## config.mk

```make
export PLATFORM = sky130hd
export DESIGN_NAME = sfb_flag_bank
export DESIGN_NICKNAME = d
export VERILOG_FILES = /design/src/rtl/sfb_pkg.sv /design/src/rtl/sfb_clk_if.sv /design/src/rtl/sfb_clock_elem.sv /design/src/rtl/sfb_flag_bank.sv
export SDC_FILE = /design/constraint.sdc
export NUM_CORES = 1
export LEC_CHECK = 0
export ABC_AREA = 1
export BUFFER_PORTS_ARGS = -buffer_cell sky130_fd_sc_hd__buf_2
export CAP_MARGIN = 20
export CORE_MARGIN = 4
export CORE_UTILIZATION = 40
export DETAILED_ROUTE_END_ITERATION = 8
export SYNTH_ARGS = -nofsm -noshare
export SYNTH_HDL_FRONTEND = slang
export SYNTH_SLANG_ARGS = --single-unit
```

## constraint.sdc

```tcl
create_clock -name clk_sys -period 2.1 [get_ports clk_sys]
set_input_delay 0.21 -clock clk_sys [delete_from_list [all_inputs] [get_ports clk_sys]]
set_output_delay 0.21 -clock clk_sys [all_outputs]
set_load 0.01 [all_outputs]
```

## src/rtl/sfb_pkg.sv

```systemverilog
package sfb_pkg;
    localparam int unsigned CLK_HZ = 20_000_000;
    localparam int unsigned DROP_AC_MS = 20;
    localparam int unsigned DROP_DC_MS = 10;
    // Longest dropout counts round down
    localparam int unsigned DROP_AC_CYCLES = DROP_AC_MS * (CLK_HZ / 1000);
    localparam int unsigned DROP_DC_CYCLES = DROP_DC_MS * (CLK_HZ / 1000);
    localparam int DROP_CNT_W = 20;

    localparam logic [7:0] ADDR_STATUS = 8'h00;
    localparam logic [7:0] ADDR_CONTROL = 8'h04;
    localparam logic [7:0] ADDR_CLOCK0 = 8'h08;
    localparam logic [7:0] ADDR_CLOCK1 = 8'h0c;
    localparam logic [7:0] ADDR_CLOCK2 = 8'h10;
    localparam logic [7:0] ADDR_CLOCK3 = 8'h14;
    localparam logic [7:0] ADDR_WDT_CAUSE = 8'h18;

    localparam int FL_FUSE = 0;
    localparam int FL_DROP = 1;
    localparam int FL_BATLIVE = 2;
    localparam int FL_BATLATCH = 3;
    localparam int FL_SDIAG = 4;
    localparam int FL_DIAG = 5;
    localparam int FL_CLKERR = 6;
    localparam int FL_ONE = 7;
    localparam int FL_ZERO = 8;
    localparam int FL_WDT = 9;
    localparam int FL_READY = 10;
    localparam int FL_TEST = 11;
    localparam int FL_TESTERR = 12;
    localparam int FL_FSTOP = 13;
    localparam logic [15:0] FLAGS_RST = 16'h0080;
    // Flags that an error release clears
    localparam logic [15:0] FLAGS_RELEASABLE = 16'h1279;

    localparam int CT_CSET = 0;
    localparam int CT_CREAD = 1;
    localparam int CT_ERRREL = 2;
    localparam int CT_READY = 3;
    localparam int CT_BATEN = 4;
    localparam logic [7:0] CTRL_MASK = 8'h1f;
    localparam logic [7:0] CTRL_RST = 8'h00;

    localparam int PN_FUSE = 0;
    localparam int PN_SUPPLY = 1;
    localparam int PN_ACSEL = 2;
    localparam int PN_BATT = 3;
    localparam int PN_SDIAG = 4;
    localparam int PN_DIAG = 5;
    localparam int PN_WDT = 6;
    localparam int PN_PARAM = 7;
    localparam int PN_TREQ = 8;
    localparam int PN_TOK = 9;
    localparam int PN_FSTOP = 10;
    localparam int PIN_W = 11;
    // Supply good and forced stop active out of reset: no false dropout, no false release
    localparam logic [10:0] PIN_RST = 11'h402;

    localparam logic [1:0] RESP_OKAY = 2'h0;
    localparam logic [1:0] RESP_SLVERR = 2'h2;
endpackage

```

## src/rtl/sfb_clk_if.sv

```systemverilog
interface sfb_clk_if;
    logic setStb;
    logic [3:0][15:0] setWord;
    logic setErr;
    logic [3:0][15:0] curWord;
    modport ctl (output setStb, output setWord, input setErr, input curWord);
    modport elem (input setStb, input setWord, output setErr, output curWord);
endinterface

```

## src/rtl/sfb_clock_elem.sv

```systemverilog
module sfb_clock_elem (
    input wire logic clk_sys,
    input wire logic rst,
    sfb_clk_if.elem clkIf
);
    typedef struct packed {
        logic [3:0][15:0] word;
        logic err;
    } sfb_elem_t;

    sfb_elem_t q;
    sfb_elem_t n;

    assign clkIf.curWord = q.word;
    assign clkIf.setErr = q.err;

    always_comb
    begin
        logic valid;
        valid = 1'b1;
        n = q;
        n.err = 1'b0;
        for (int i = 0; i < 16; i++)
        begin
            if (clkIf.setWord[i / 4][(i % 4) * 4 +: 4] > 4'h9)
            begin
                valid = 1'b0;
            end
        end
        if (clkIf.setStb)
        begin
            // Bad BCD leaves the held time untouched
            if (valid)
            begin
                n.word = clkIf.setWord;
            end
            else
            begin
                n.err = 1'b1;
            end
        end
    end

    always_ff @(posedge clk_sys)
    begin
        if (rst)
        begin
            q <= '0;
        end
        else
        begin
            q <= n;
        end
    end
endmodule

```

## src/rtl/sfb_flag_bank.sv

```systemverilog
module sfb_flag_bank #(
    parameter int unsigned DROP_AC_CYCLES = sfb_pkg::DROP_AC_CYCLES,
    parameter int unsigned DROP_DC_CYCLES = sfb_pkg::DROP_DC_CYCLES
) (
    input wire logic clk_sys,
    input wire logic rst,
    input wire logic [7:0] s_axi_awaddr,
    input wire logic s_axi_awvalid,
    output logic s_axi_awready,
    input wire logic [31:0] s_axi_wdata,
    input wire logic [3:0] s_axi_wstrb,
    input wire logic s_axi_wvalid,
    output logic s_axi_wready,
    output logic [1:0] s_axi_bresp,
    output logic s_axi_bvalid,
    input wire logic s_axi_bready,
    input wire logic [7:0] s_axi_araddr,
    input wire logic s_axi_arvalid,
    output logic s_axi_arready,
    output logic [31:0] s_axi_rdata,
    output logic [1:0] s_axi_rresp,
    output logic s_axi_rvalid,
    input wire logic s_axi_rready,
    input wire logic fuseBlownIn,
    input wire logic supplyOkIn,
    input wire logic acSupplySel,
    input wire logic batteryLowIn,
    input wire logic selfDiagErrIn,
    input wire logic diagErrIn,
    input wire logic watchdogErrIn,
    input wire logic [7:0] watchdogCauseIn,
    input wire logic paramCheckOkIn,
    input wire logic testModeReqIn,
    input wire logic testModeOkIn,
    input wire logic forcedStopIn,
    output logic axisStopOut,
    output logic errorReleaseOut,
    output logic batteryLampOut
);
    typedef struct packed {
        logic [10:0] pinS1;
        logic [10:0] pinS2;
        logic [10:0] pinPrev;
        logic [7:0] causeS1;
        logic [7:0] causeS2;
        logic awHeld;
        logic [7:0] awAddr;
        logic wHeld;
        logic [31:0] wData;
        logic [3:0] wStrb;
        logic awRdy;
        logic wRdy;
        logic arRdy;
        logic bValid;
        logic [1:0] bResp;
        logic rValid;
        logic [31:0] rData;
        logic [1:0] rResp;
        logic [7:0] ctrl;
        logic [7:0] ctrlPrev;
        logic [3:0][15:0] clkWord;
        logic [7:0] wdtCause;
        logic [15:0] flags;
        logic [19:0] dropCnt;
        logic setStb;
        logic axisStop;
        logic errRel;
        logic lamp;
    } sfb_state_t;

    sfb_state_t q;
    sfb_state_t n;
    logic [10:0] pinRaw;
    logic errClr;
    sfb_clk_if clkIf ();

    sfb_clock_elem u_clock (
        .clk_sys(clk_sys),
        .rst(rst),
        .clkIf(clkIf.elem)
    );

    assign pinRaw = {forcedStopIn, testModeOkIn, testModeReqIn, paramCheckOkIn,
        watchdogErrIn, diagErrIn, selfDiagErrIn, batteryLowIn, acSupplySel,
        supplyOkIn, fuseBlownIn};
    assign errClr = q.ctrl[sfb_pkg::CT_ERRREL] & ~q.ctrlPrev[sfb_pkg::CT_ERRREL];

    assign clkIf.setStb = q.setStb;
    assign clkIf.setWord = q.clkWord;

    assign s_axi_awready = q.awRdy;
    assign s_axi_wready = q.wRdy;
    assign s_axi_bvalid = q.bValid;
    assign s_axi_bresp = q.bResp;
    assign s_axi_arready = q.arRdy;
    assign s_axi_rvalid = q.rValid;
    assign s_axi_rdata = q.rData;
    assign s_axi_rresp = q.rResp;
    assign axisStopOut = q.axisStop;
    assign errorReleaseOut = q.errRel;
    assign batteryLampOut = q.lamp;

    function automatic logic [31:0] merge(logic [31:0] old, logic [31:0] wd, logic [3:0] st);
        logic [31:0] r;
        r = old;
        for (int b = 0; b < 4; b++)
        begin
            if (st[b])
            begin
                r[b * 8 +: 8] = wd[b * 8 +: 8];
            end
        end
        return r;
    endfunction

    always_comb
    begin
        logic [10:0] pins;
        logic [10:0] rise;
        logic [7:0] ctlRise;
        logic [19:0] lim;
        logic [31:0] wv;
        pins = q.pinS2;
        rise = q.pinS2 & ~q.pinPrev;
        ctlRise = q.ctrl & ~q.ctrlPrev;
        lim = pins[sfb_pkg::PN_ACSEL] ? 20'(DROP_AC_CYCLES) : 20'(DROP_DC_CYCLES);
        wv = '0;
        n = q;
        n.pinS1 = pinRaw;
        n.pinS2 = q.pinS1;
        n.pinPrev = q.pinS2;
        n.causeS1 = watchdogCauseIn;
        n.causeS2 = q.causeS1;
        n.ctrlPrev = q.ctrl;
        // Clears first so that a coincident set wins
        n.errRel = errClr;
        if (errClr)
        begin
            n.flags = q.flags & ~sfb_pkg::FLAGS_RELEASABLE;
            n.axisStop = 1'b0;
        end
        n.flags[sfb_pkg::FL_ONE] = 1'b1;
        n.flags[sfb_pkg::FL_ZERO] = 1'b0;
        if (pins[sfb_pkg::PN_FUSE])
        begin
            n.flags[sfb_pkg::FL_FUSE] = 1'b1;
        end
        if (pins[sfb_pkg::PN_SDIAG])
        begin
            n.flags[sfb_pkg::FL_SDIAG] = 1'b1;
        end
        if (pins[sfb_pkg::PN_DIAG])
        begin
            n.flags[sfb_pkg::FL_DIAG] = 1'b1;
        end
        // Battery flags
        n.flags[sfb_pkg::FL_BATLIVE] = q.ctrl[sfb_pkg::CT_BATEN]
            & pins[sfb_pkg::PN_BATT];
        n.lamp = n.flags[sfb_pkg::FL_BATLIVE];
        if (n.flags[sfb_pkg::FL_BATLIVE])
        begin
            n.flags[sfb_pkg::FL_BATLATCH] = 1'b1;
        end
        // Dropout length; reset is the only way back to off
        if (!pins[sfb_pkg::PN_SUPPLY])
        begin
            if (q.dropCnt < lim)
            begin
                n.dropCnt = q.dropCnt + 20'h00001;
            end
        end
        else
        begin
            if (rise[sfb_pkg::PN_SUPPLY] && q.dropCnt < lim)
            begin
                n.flags[sfb_pkg::FL_DROP] = 1'b1;
            end
            n.dropCnt = '0;
        end
        // Watchdog
        if (pins[sfb_pkg::PN_WDT])
        begin
            n.flags[sfb_pkg::FL_WDT] = 1'b1;
            n.wdtCause = q.causeS2;
            n.axisStop = 1'b1;
        end
        // Ready handshake
        if (!q.ctrl[sfb_pkg::CT_READY])
        begin
            n.flags[sfb_pkg::FL_READY] = 1'b0;
        end
        else if (ctlRise[sfb_pkg::CT_READY])
        begin
            n.flags[sfb_pkg::FL_READY] = pins[sfb_pkg::PN_PARAM];
        end
        // Test mode
        if (!pins[sfb_pkg::PN_TREQ])
        begin
            n.flags[sfb_pkg::FL_TEST] = 1'b0;
        end
        else if (rise[sfb_pkg::PN_TREQ])
        begin
            if (pins[sfb_pkg::PN_TOK])
            begin
                n.flags[sfb_pkg::FL_TEST] = 1'b1;
            end
            else
            begin
                n.flags[sfb_pkg::FL_TESTERR] = 1'b1;
            end
        end
        n.flags[sfb_pkg::FL_FSTOP] = ~pins[sfb_pkg::PN_FSTOP];
        // Clock element
        n.setStb = ctlRise[sfb_pkg::CT_CSET];
        if (clkIf.setErr)
        begin
            n.flags[sfb_pkg::FL_CLKERR] = 1'b1;
        end
        if (q.ctrl[sfb_pkg::CT_CREAD])
        begin
            n.clkWord = clkIf.curWord;
        end
        // Write channel
        if (q.bValid && s_axi_bready)
        begin
            n.bValid = 1'b0;
        end
        if (s_axi_awvalid && q.awRdy)
        begin
            n.awHeld = 1'b1;
            n.awAddr = s_axi_awaddr;
        end
        if (s_axi_wvalid && q.wRdy)
        begin
            n.wHeld = 1'b1;
            n.wData = s_axi_wdata;
            n.wStrb = s_axi_wstrb;
        end
        if (q.awHeld && q.wHeld && !q.bValid)
        begin
            n.awHeld = 1'b0;
            n.wHeld = 1'b0;
            n.bValid = 1'b1;
            n.bResp = sfb_pkg::RESP_OKAY;
            case (q.awAddr)
                sfb_pkg::ADDR_CONTROL:
                begin
                    wv = merge({24'h000000, q.ctrl}, q.wData, q.wStrb);
                    n.ctrl = wv[7:0] & sfb_pkg::CTRL_MASK;
                end
                sfb_pkg::ADDR_CLOCK0, sfb_pkg::ADDR_CLOCK1,
                sfb_pkg::ADDR_CLOCK2, sfb_pkg::ADDR_CLOCK3:
                begin
                    // Hardware load wins while a read request is held
                    if (!q.ctrl[sfb_pkg::CT_CREAD])
                    begin
                        wv = merge({16'h0000, q.clkWord[q.awAddr[4:2] - 3'h2]},
                            q.wData, q.wStrb);
                        n.clkWord[q.awAddr[4:2] - 3'h2] = wv[15:0];
                    end
                end
                sfb_pkg::ADDR_STATUS, sfb_pkg::ADDR_WDT_CAUSE:
                begin
                    n.bResp = sfb_pkg::RESP_OKAY;
                end
                default:
                begin
                    n.bResp = sfb_pkg::RESP_SLVERR;
                end
            endcase
        end
        n.awRdy = !n.awHeld && !n.bValid;
        n.wRdy = !n.wHeld && !n.bValid;
        // Read channel
        if (q.rValid && s_axi_rready)
        begin
            n.rValid = 1'b0;
        end
        if (s_axi_arvalid && q.arRdy)
        begin
            n.rValid = 1'b1;
            n.rResp = sfb_pkg::RESP_OKAY;
            n.rData = '0;
            case (s_axi_araddr)
                sfb_pkg::ADDR_STATUS: n.rData = {16'h0000, q.flags};
                sfb_pkg::ADDR_CONTROL: n.rData = {24'h000000, q.ctrl};
                sfb_pkg::ADDR_CLOCK0: n.rData = {16'h0000, q.clkWord[0]};
                sfb_pkg::ADDR_CLOCK1: n.rData = {16'h0000, q.clkWord[1]};
                sfb_pkg::ADDR_CLOCK2: n.rData = {16'h0000, q.clkWord[2]};
                sfb_pkg::ADDR_CLOCK3: n.rData = {16'h0000, q.clkWord[3]};
                sfb_pkg::ADDR_WDT_CAUSE: n.rData = {24'h000000, q.wdtCause};
                default: n.rResp = sfb_pkg::RESP_SLVERR;
            endcase
        end
        n.arRdy = !n.rValid;
    end

    always_ff @(posedge clk_sys)
    begin
        if (rst)
        begin
            q <= '0;
            q.flags <= sfb_pkg::FLAGS_RST;
            q.ctrl <= sfb_pkg::CTRL_RST;
            q.pinS1 <= sfb_pkg::PIN_RST;
            q.pinS2 <= sfb_pkg::PIN_RST;
            q.pinPrev <= sfb_pkg::PIN_RST;
        end
        else
        begin
            q <= n;
        end
    end
endmodule

```

=== Yosys cells after proc, flatten, opt, wreduce, memory -nomap -nowiden ===
Index checks and enable logic that the tools add are counted.
W data, S select, Z words.

* Bits in registers: 318
* Latch bits: 0
* Bits in writable memories: 0
* Bits in read-only memories: 0
* Bits of input ports: 78
* Output and inout port bits: 44
* Word-level logic and storage cells: 184
* Memories: 0

* Add/subtract/negate cells: 2
* Multiply operators: 0
* Divide/modulo/power cells: 0
* $lt $le $gt $ge: 19
* Equality and inequality tests: 12
* Shift-type cells: 0
* Mux-type cells: 62
* Bitwise operators: 11
* Reduce and logical (&&, ||, !) cells: 33

{| class="wikitable"
|+ Operators with widths
! kind !! number
|-
| $mux W64 || 4
|-
| $pmux W16 S7 || 1
|-
| $bwmux W64 || 1
|-
| $gt A4 B4 Y1 const B || 16
|-
| $mux W8 || 8
|-
| $eq A8 B5 Y1 const B || 6
|-
| $mux W37 || 1
|-
| $mux W1 || 35
|-
| $mux W35 || 1
|-
| $bmux W16 S2 || 1
|-
| $demux W16 S2 || 1
|-
| $eq A8 B4 Y1 const B || 4
|-
| $mux W16 || 2
|-
| $add A20 B1 Y20 const B || 1
|-
| $lt A20 B19 Y1 || 1
|-
| $mux W19 || 1
|-
| $eq A8 B3 Y1 const B || 2
|-
| $logic_not A8 Y1 || 2
|-
| $reduce_or A7 Y1 || 2
|-
| $mux W13 || 1
|-
| $reduce_bool A2 Y1 || 6
|-
| $logic_and A1 B1 Y1 || 11
|-
| $and A9 B9 Y9 || 1
|-
| $mux W9 || 1
|-
| 15 further kinds || 29
|}

=== Depth between registers and ports, before layout ===
* Word-level depth: 18
* Mapped depth: 12
* Depth with buffers taken out: 12

=== Modules after synthesis ===
Synthesis repeated with hierarchy kept, for this count alone.

* Cells, all modules: 1855
* Area total of the unflattened synthesis: 12987.5 sq um

{| class="wikitable"
|+ By module, submodules not included
! module !! instances !! cells each !! area an instance (sq um) !! seq. area each (sq um)
|-
| sfb_flag_bank || 1 || 1401 || 9967.1 || 4103.9
|-
| sfb_clock_elem || 1 || 454 || 3020.4 || 1301.2
|}

=== Worst setup path after synthesis ===
Ideal clock, no wire load.

* Path type: register to register
* Start point: register q, in the netlist n[233]
* End point: register q[5] (netlist name)
* Setup time: 0.116 ns
* Data arrival time: 1.614 ns
* Data required time: 1.984 ns
* Setup slack: 0.370 ns
* Stages on the path, launching flop included: 11
* Buffers on the path: 1
* Clock period less this slack: 1.730 ns
* Cell sequence: dfxtp_1 -> inv_1 -> ha_1 -> nand2_1 -> nor3_1 -> nand2_1 -> nand2_1 -> inv_1 -> buf_2 -> nor2_1 -> nor2_1

* Word-level cells in the longest chain between the ends: 2

{| class="wikitable"
|+ Ends and longest elaborated chain
! what !! line !! text
|-
| from (decl) || sfb_flag_bank.sv:71 || <nowiki>sfb_state_t q;</nowiki>
|-
| from (signal assigned) || sfb_flag_bank.sv:311 || <nowiki>q <= n;</nowiki>
|-
| $mux W19 || sfb_flag_bank.sv:126 || <nowiki>lim = pins[sfb_pkg::PN_ACSEL] ? 20'(DROP_AC_CYCLES) : 20'(DROP_DC_CYCLES);</nowiki>
|-
| $lt A20 B19 Y1 || sfb_flag_bank.sv:167 || <nowiki>if (q.dropCnt < lim)</nowiki>
|}

No other way between the ends.
A chain may end at the register's enable or synchronous reset.

=== Worst setup path after layout ===
* Start point: register q, in the netlist clkIf.setWord[50]
* End point: register u_clock.q, in the netlist u_clock.clkIf.curWord[14]

* Word-level cells in the longest chain between the ends: 6

{| class="wikitable"
|+ Ends and longest elaborated chain
! what !! line !! text
|-
| $gt A4 B4 Y1 || sfb_clock_elem.sv:25 || <nowiki>if (clkIf.setWord[i / 4][(i % 4) * 4 +: 4] > 4'h9)</nowiki>
|-
| $mux W1 (4 in series) || sfb_clock_elem.sv:25 ||
|-
| $reduce_and A2 Y1 (no line) || -- ||
|-
| to (signal assigned) || sfb_clock_elem.sv:52 || <nowiki>q <= n;</nowiki>
|-
| to (decl) || sfb_clock_elem.sv:11 || <nowiki>sfb_elem_t q;</nowiki>
|}

No other way between the ends.

==> out/metrics.cfg <==
[worst_setup_path]
startpoint_type = flop
end_kind = flop
required_ps = 2540
path_max_fanout = 66
crit_type = reg -> reg
crit_arrival_ps = 2380

[global_route]
grt_first_pass_wirelength_um = 59500
grt_usage = 0.212
antenna_found_initial = 1
first_global_vias = 11400
grt_overflow = 0
grt_max_degree = 130

[drt]
drc = 0
vias_per_cell = 5.11
wirelength_um = 37100
dr.first_iter.drc_count = 939
drtAntennaViolNets = 0
firstDrtPassIters = 6
detail_route.wl_per_cell_um = 15.4
vias = 12300

[sta]
post-route-min-period_ps = 1940
fmax_ghz = 0.515
skew_ps = 28.0
max-slew-margin-rel = 0.464
hold_violations = 0
finalSetupViolations = 0
worst_pin_slew_ps = 796
rsz0062_at_grt = no
finalCritPeriodShare = 0.924
final-max-slew-violation-count = 0
fin_tns_setup_ps = 0

[placement]
dp_hpwl_um = 25100
place.gp.congestion = 0.922
dpl_cell_area_um2 = 13500
io_buffers = 85

[power_and_ir_drop]
p_per_area_nw_per_um2 = 755
p_leak_uw = 0.00640
ir_drop_mv = 0.596

[logic_synthesis]
synth_ff_type = dfxtp_1
synthArstFlopShare = 0
ys_seq_area_frac = 0.427
ys_types = 39
synth_area_um2 = 12700
post-synth-top-count-cell = nand2_1
synth_edf_count = 0
synth_seq_cells = 270
yosys_warnings = 0
synth_top_cell_by_area = dfxtp_1
synth.top_cell.area_share = 0.427
syn_avg_cell_area_um2 = 6.67
synthTopCellsByCount = nand2_1 (384), nor2_1 (377), dfxtp_1 (270)
synth_area_leaders = dfxtp_1 (43%), nand2_1 (11%), nor2_1 (11%)
postSynthCellCount = 1897

[outcome]
status = complete, no violations

[clock_tree]
cts_buffer_depth = 3
path_clk_slew_ps = 60
cts_tree = done
clkSinkCount = 270
clock_latency_ps = 570
numCtsBuffers = 30
cts-root-buf = clkbuf_16
htreeDepth = 1
post-cts-setup-buffer-count = 0

[die]
ioPinCount = 122
die_w_um = 186
die-area_um2 = 34500
initial_core_util = 0.409
core_area_um2 = 30900
die_h_um = 186
core.rowCount = 64

[hold_path]
hold_class = in -> reg

[final_layout]
layout-drive-gt1-share = 0.111
fin_nets = 2084
fillers = 3095
n_antenna_cell = 0
multi_input_area_um2 = 6010
regArea_um2 = 5410
final_cell_area_um2 = 15100
area_growth_pct = 19.1

[flow_run]
cap_violations = 0

[worst max-delay path, stage by stage, from the launching register on]
cell and delay, ps:
dfxtp_1 360, o21ai_0 400, nand2_1 100, nor2_1 110, nand2_1 90, nor2_4 170, buf_12 290, nand3_1 120
nand2_1 90, nor2_1 40
[metal layers]
layer | wire, um | track usage | share of wire
met4 | 1290 | 0.0708 | 0.035
met2 | 16900 | 0.346 | 0.46
met3 | 2240 | 0.0385 | 0.060
met1 | 16700 | 0.283 | 0.45
met5 | 0 | 0 | 0
[report_power, final]
group	switching [uW]	internal, uW
logic	412	264
clock network	2150	3280
registers	54.4	5220
[cell usage in the layout, fill, tap and decap left out, types with 7 or more instances in the layout]
| cell type | count |
|---|---|
| nand2_1 | 383 |
| nor2_1 | 375 |
| dfxtp_1 | 267 |
| o21ai_0 | 183 |
| inv_1 | 157 |
| a21oi_1 | 151 |
| nand3_1 | 145 |
| buf_2 | 85 |
| dlygate4sd3_1 | 47 |
| buf_4 | 47 |
| clkbuf_16 | 30 |
| conb_1 | 18 |
| nand4_1 | 14 |
| buf_12 | 12 |
| ha_1 | 8 |
| a41oi_1 | 7 |
[registers in the layout (all words and copies together) (netlist names)]
name / count
q: 81
clkIf.setWord: 64
u_clock.clkIf.curWord: 64
n: 35
s_axi_rdata: 16
clkIf.setStb: 1
errorReleaseOut: 1
s_axi_arready: 1
s_axi_awready: 1
s_axi_bresp: 1
s_axi_bvalid: 1
s_axi_rresp: 1
s_axi_rvalid: 1
s_axi_wready: 1
u_clock.clkIf.setErr: 1
[final cells by class]
| cell class | instances | share of cell area |
|---|---|---|
| multi-input combinational | 1339 | 0.399 |
| clock buffer | 37 | 0.0549 |
| tap | 396 | 0.0329 |
| clock inverter | 16 | 0.0135 |
| timing repair inverter | 1 | 0.000498 |
| inverter | 165 | 0.0415 |
| timing repair buffer | 191 | 0.0988 |
| sequential | 270 | 0.359 |
[what timing repair did]
| item | 4_1_cts | 5_1_grt |
|---|---|---|
| hold buffers | 47 | 0 |
| hold endpoints to repair | 50 | 0 |
| gates resized for setup | 0 | 5 |
| setup endpoints to repair | 0 | 14 |
[through the flow]
stage	cells	util	worst slack, ps	hold slack, ps	power, uW
3_3_place_gp	2314	0.438	208	368	5980
2_1_floorplan	1914	-	370	292	5760
3_5_place_dp	2314	0.438	140	378	5990
4_1_cts	2414	0.487	131	51.6	11500
6_report	2415	0.487	159	68.1	11400
5_1_grt	2415	0.487	38.6	86.0	11800
[kinds of logic after synthesis]
family                   Yosys count  share of synthesized area
XOR/XNOR                          12                    0.00831
adder cells (fa/ha/maj)            8                    0.00791
other                              1                   0.000296
buffers and inverters            305                      0.105
AO/OA/AOI/OAI                    356                      0.146
flip-flops                       270                      0.427
AND/OR/NAND/NOR                  945                      0.305
[final timing paths]
| path | end | depth (start not counted) | slack (ps) | from |
|---|---|---|---|---|
| max | u_clock.clkIf.curWord[14] | 9 | 160 | clkIf.setWord[50] |
| min | q[4] | 4 | 70 | rst |
| max reg2reg | u_clock.clkIf.curWord[14] | 9 | 160 | clkIf.setWord[50] |
| min reg2reg | q[37] | 1 | 400 | n[241] |
Note: power is estimated with default switching activity, not from simulation.
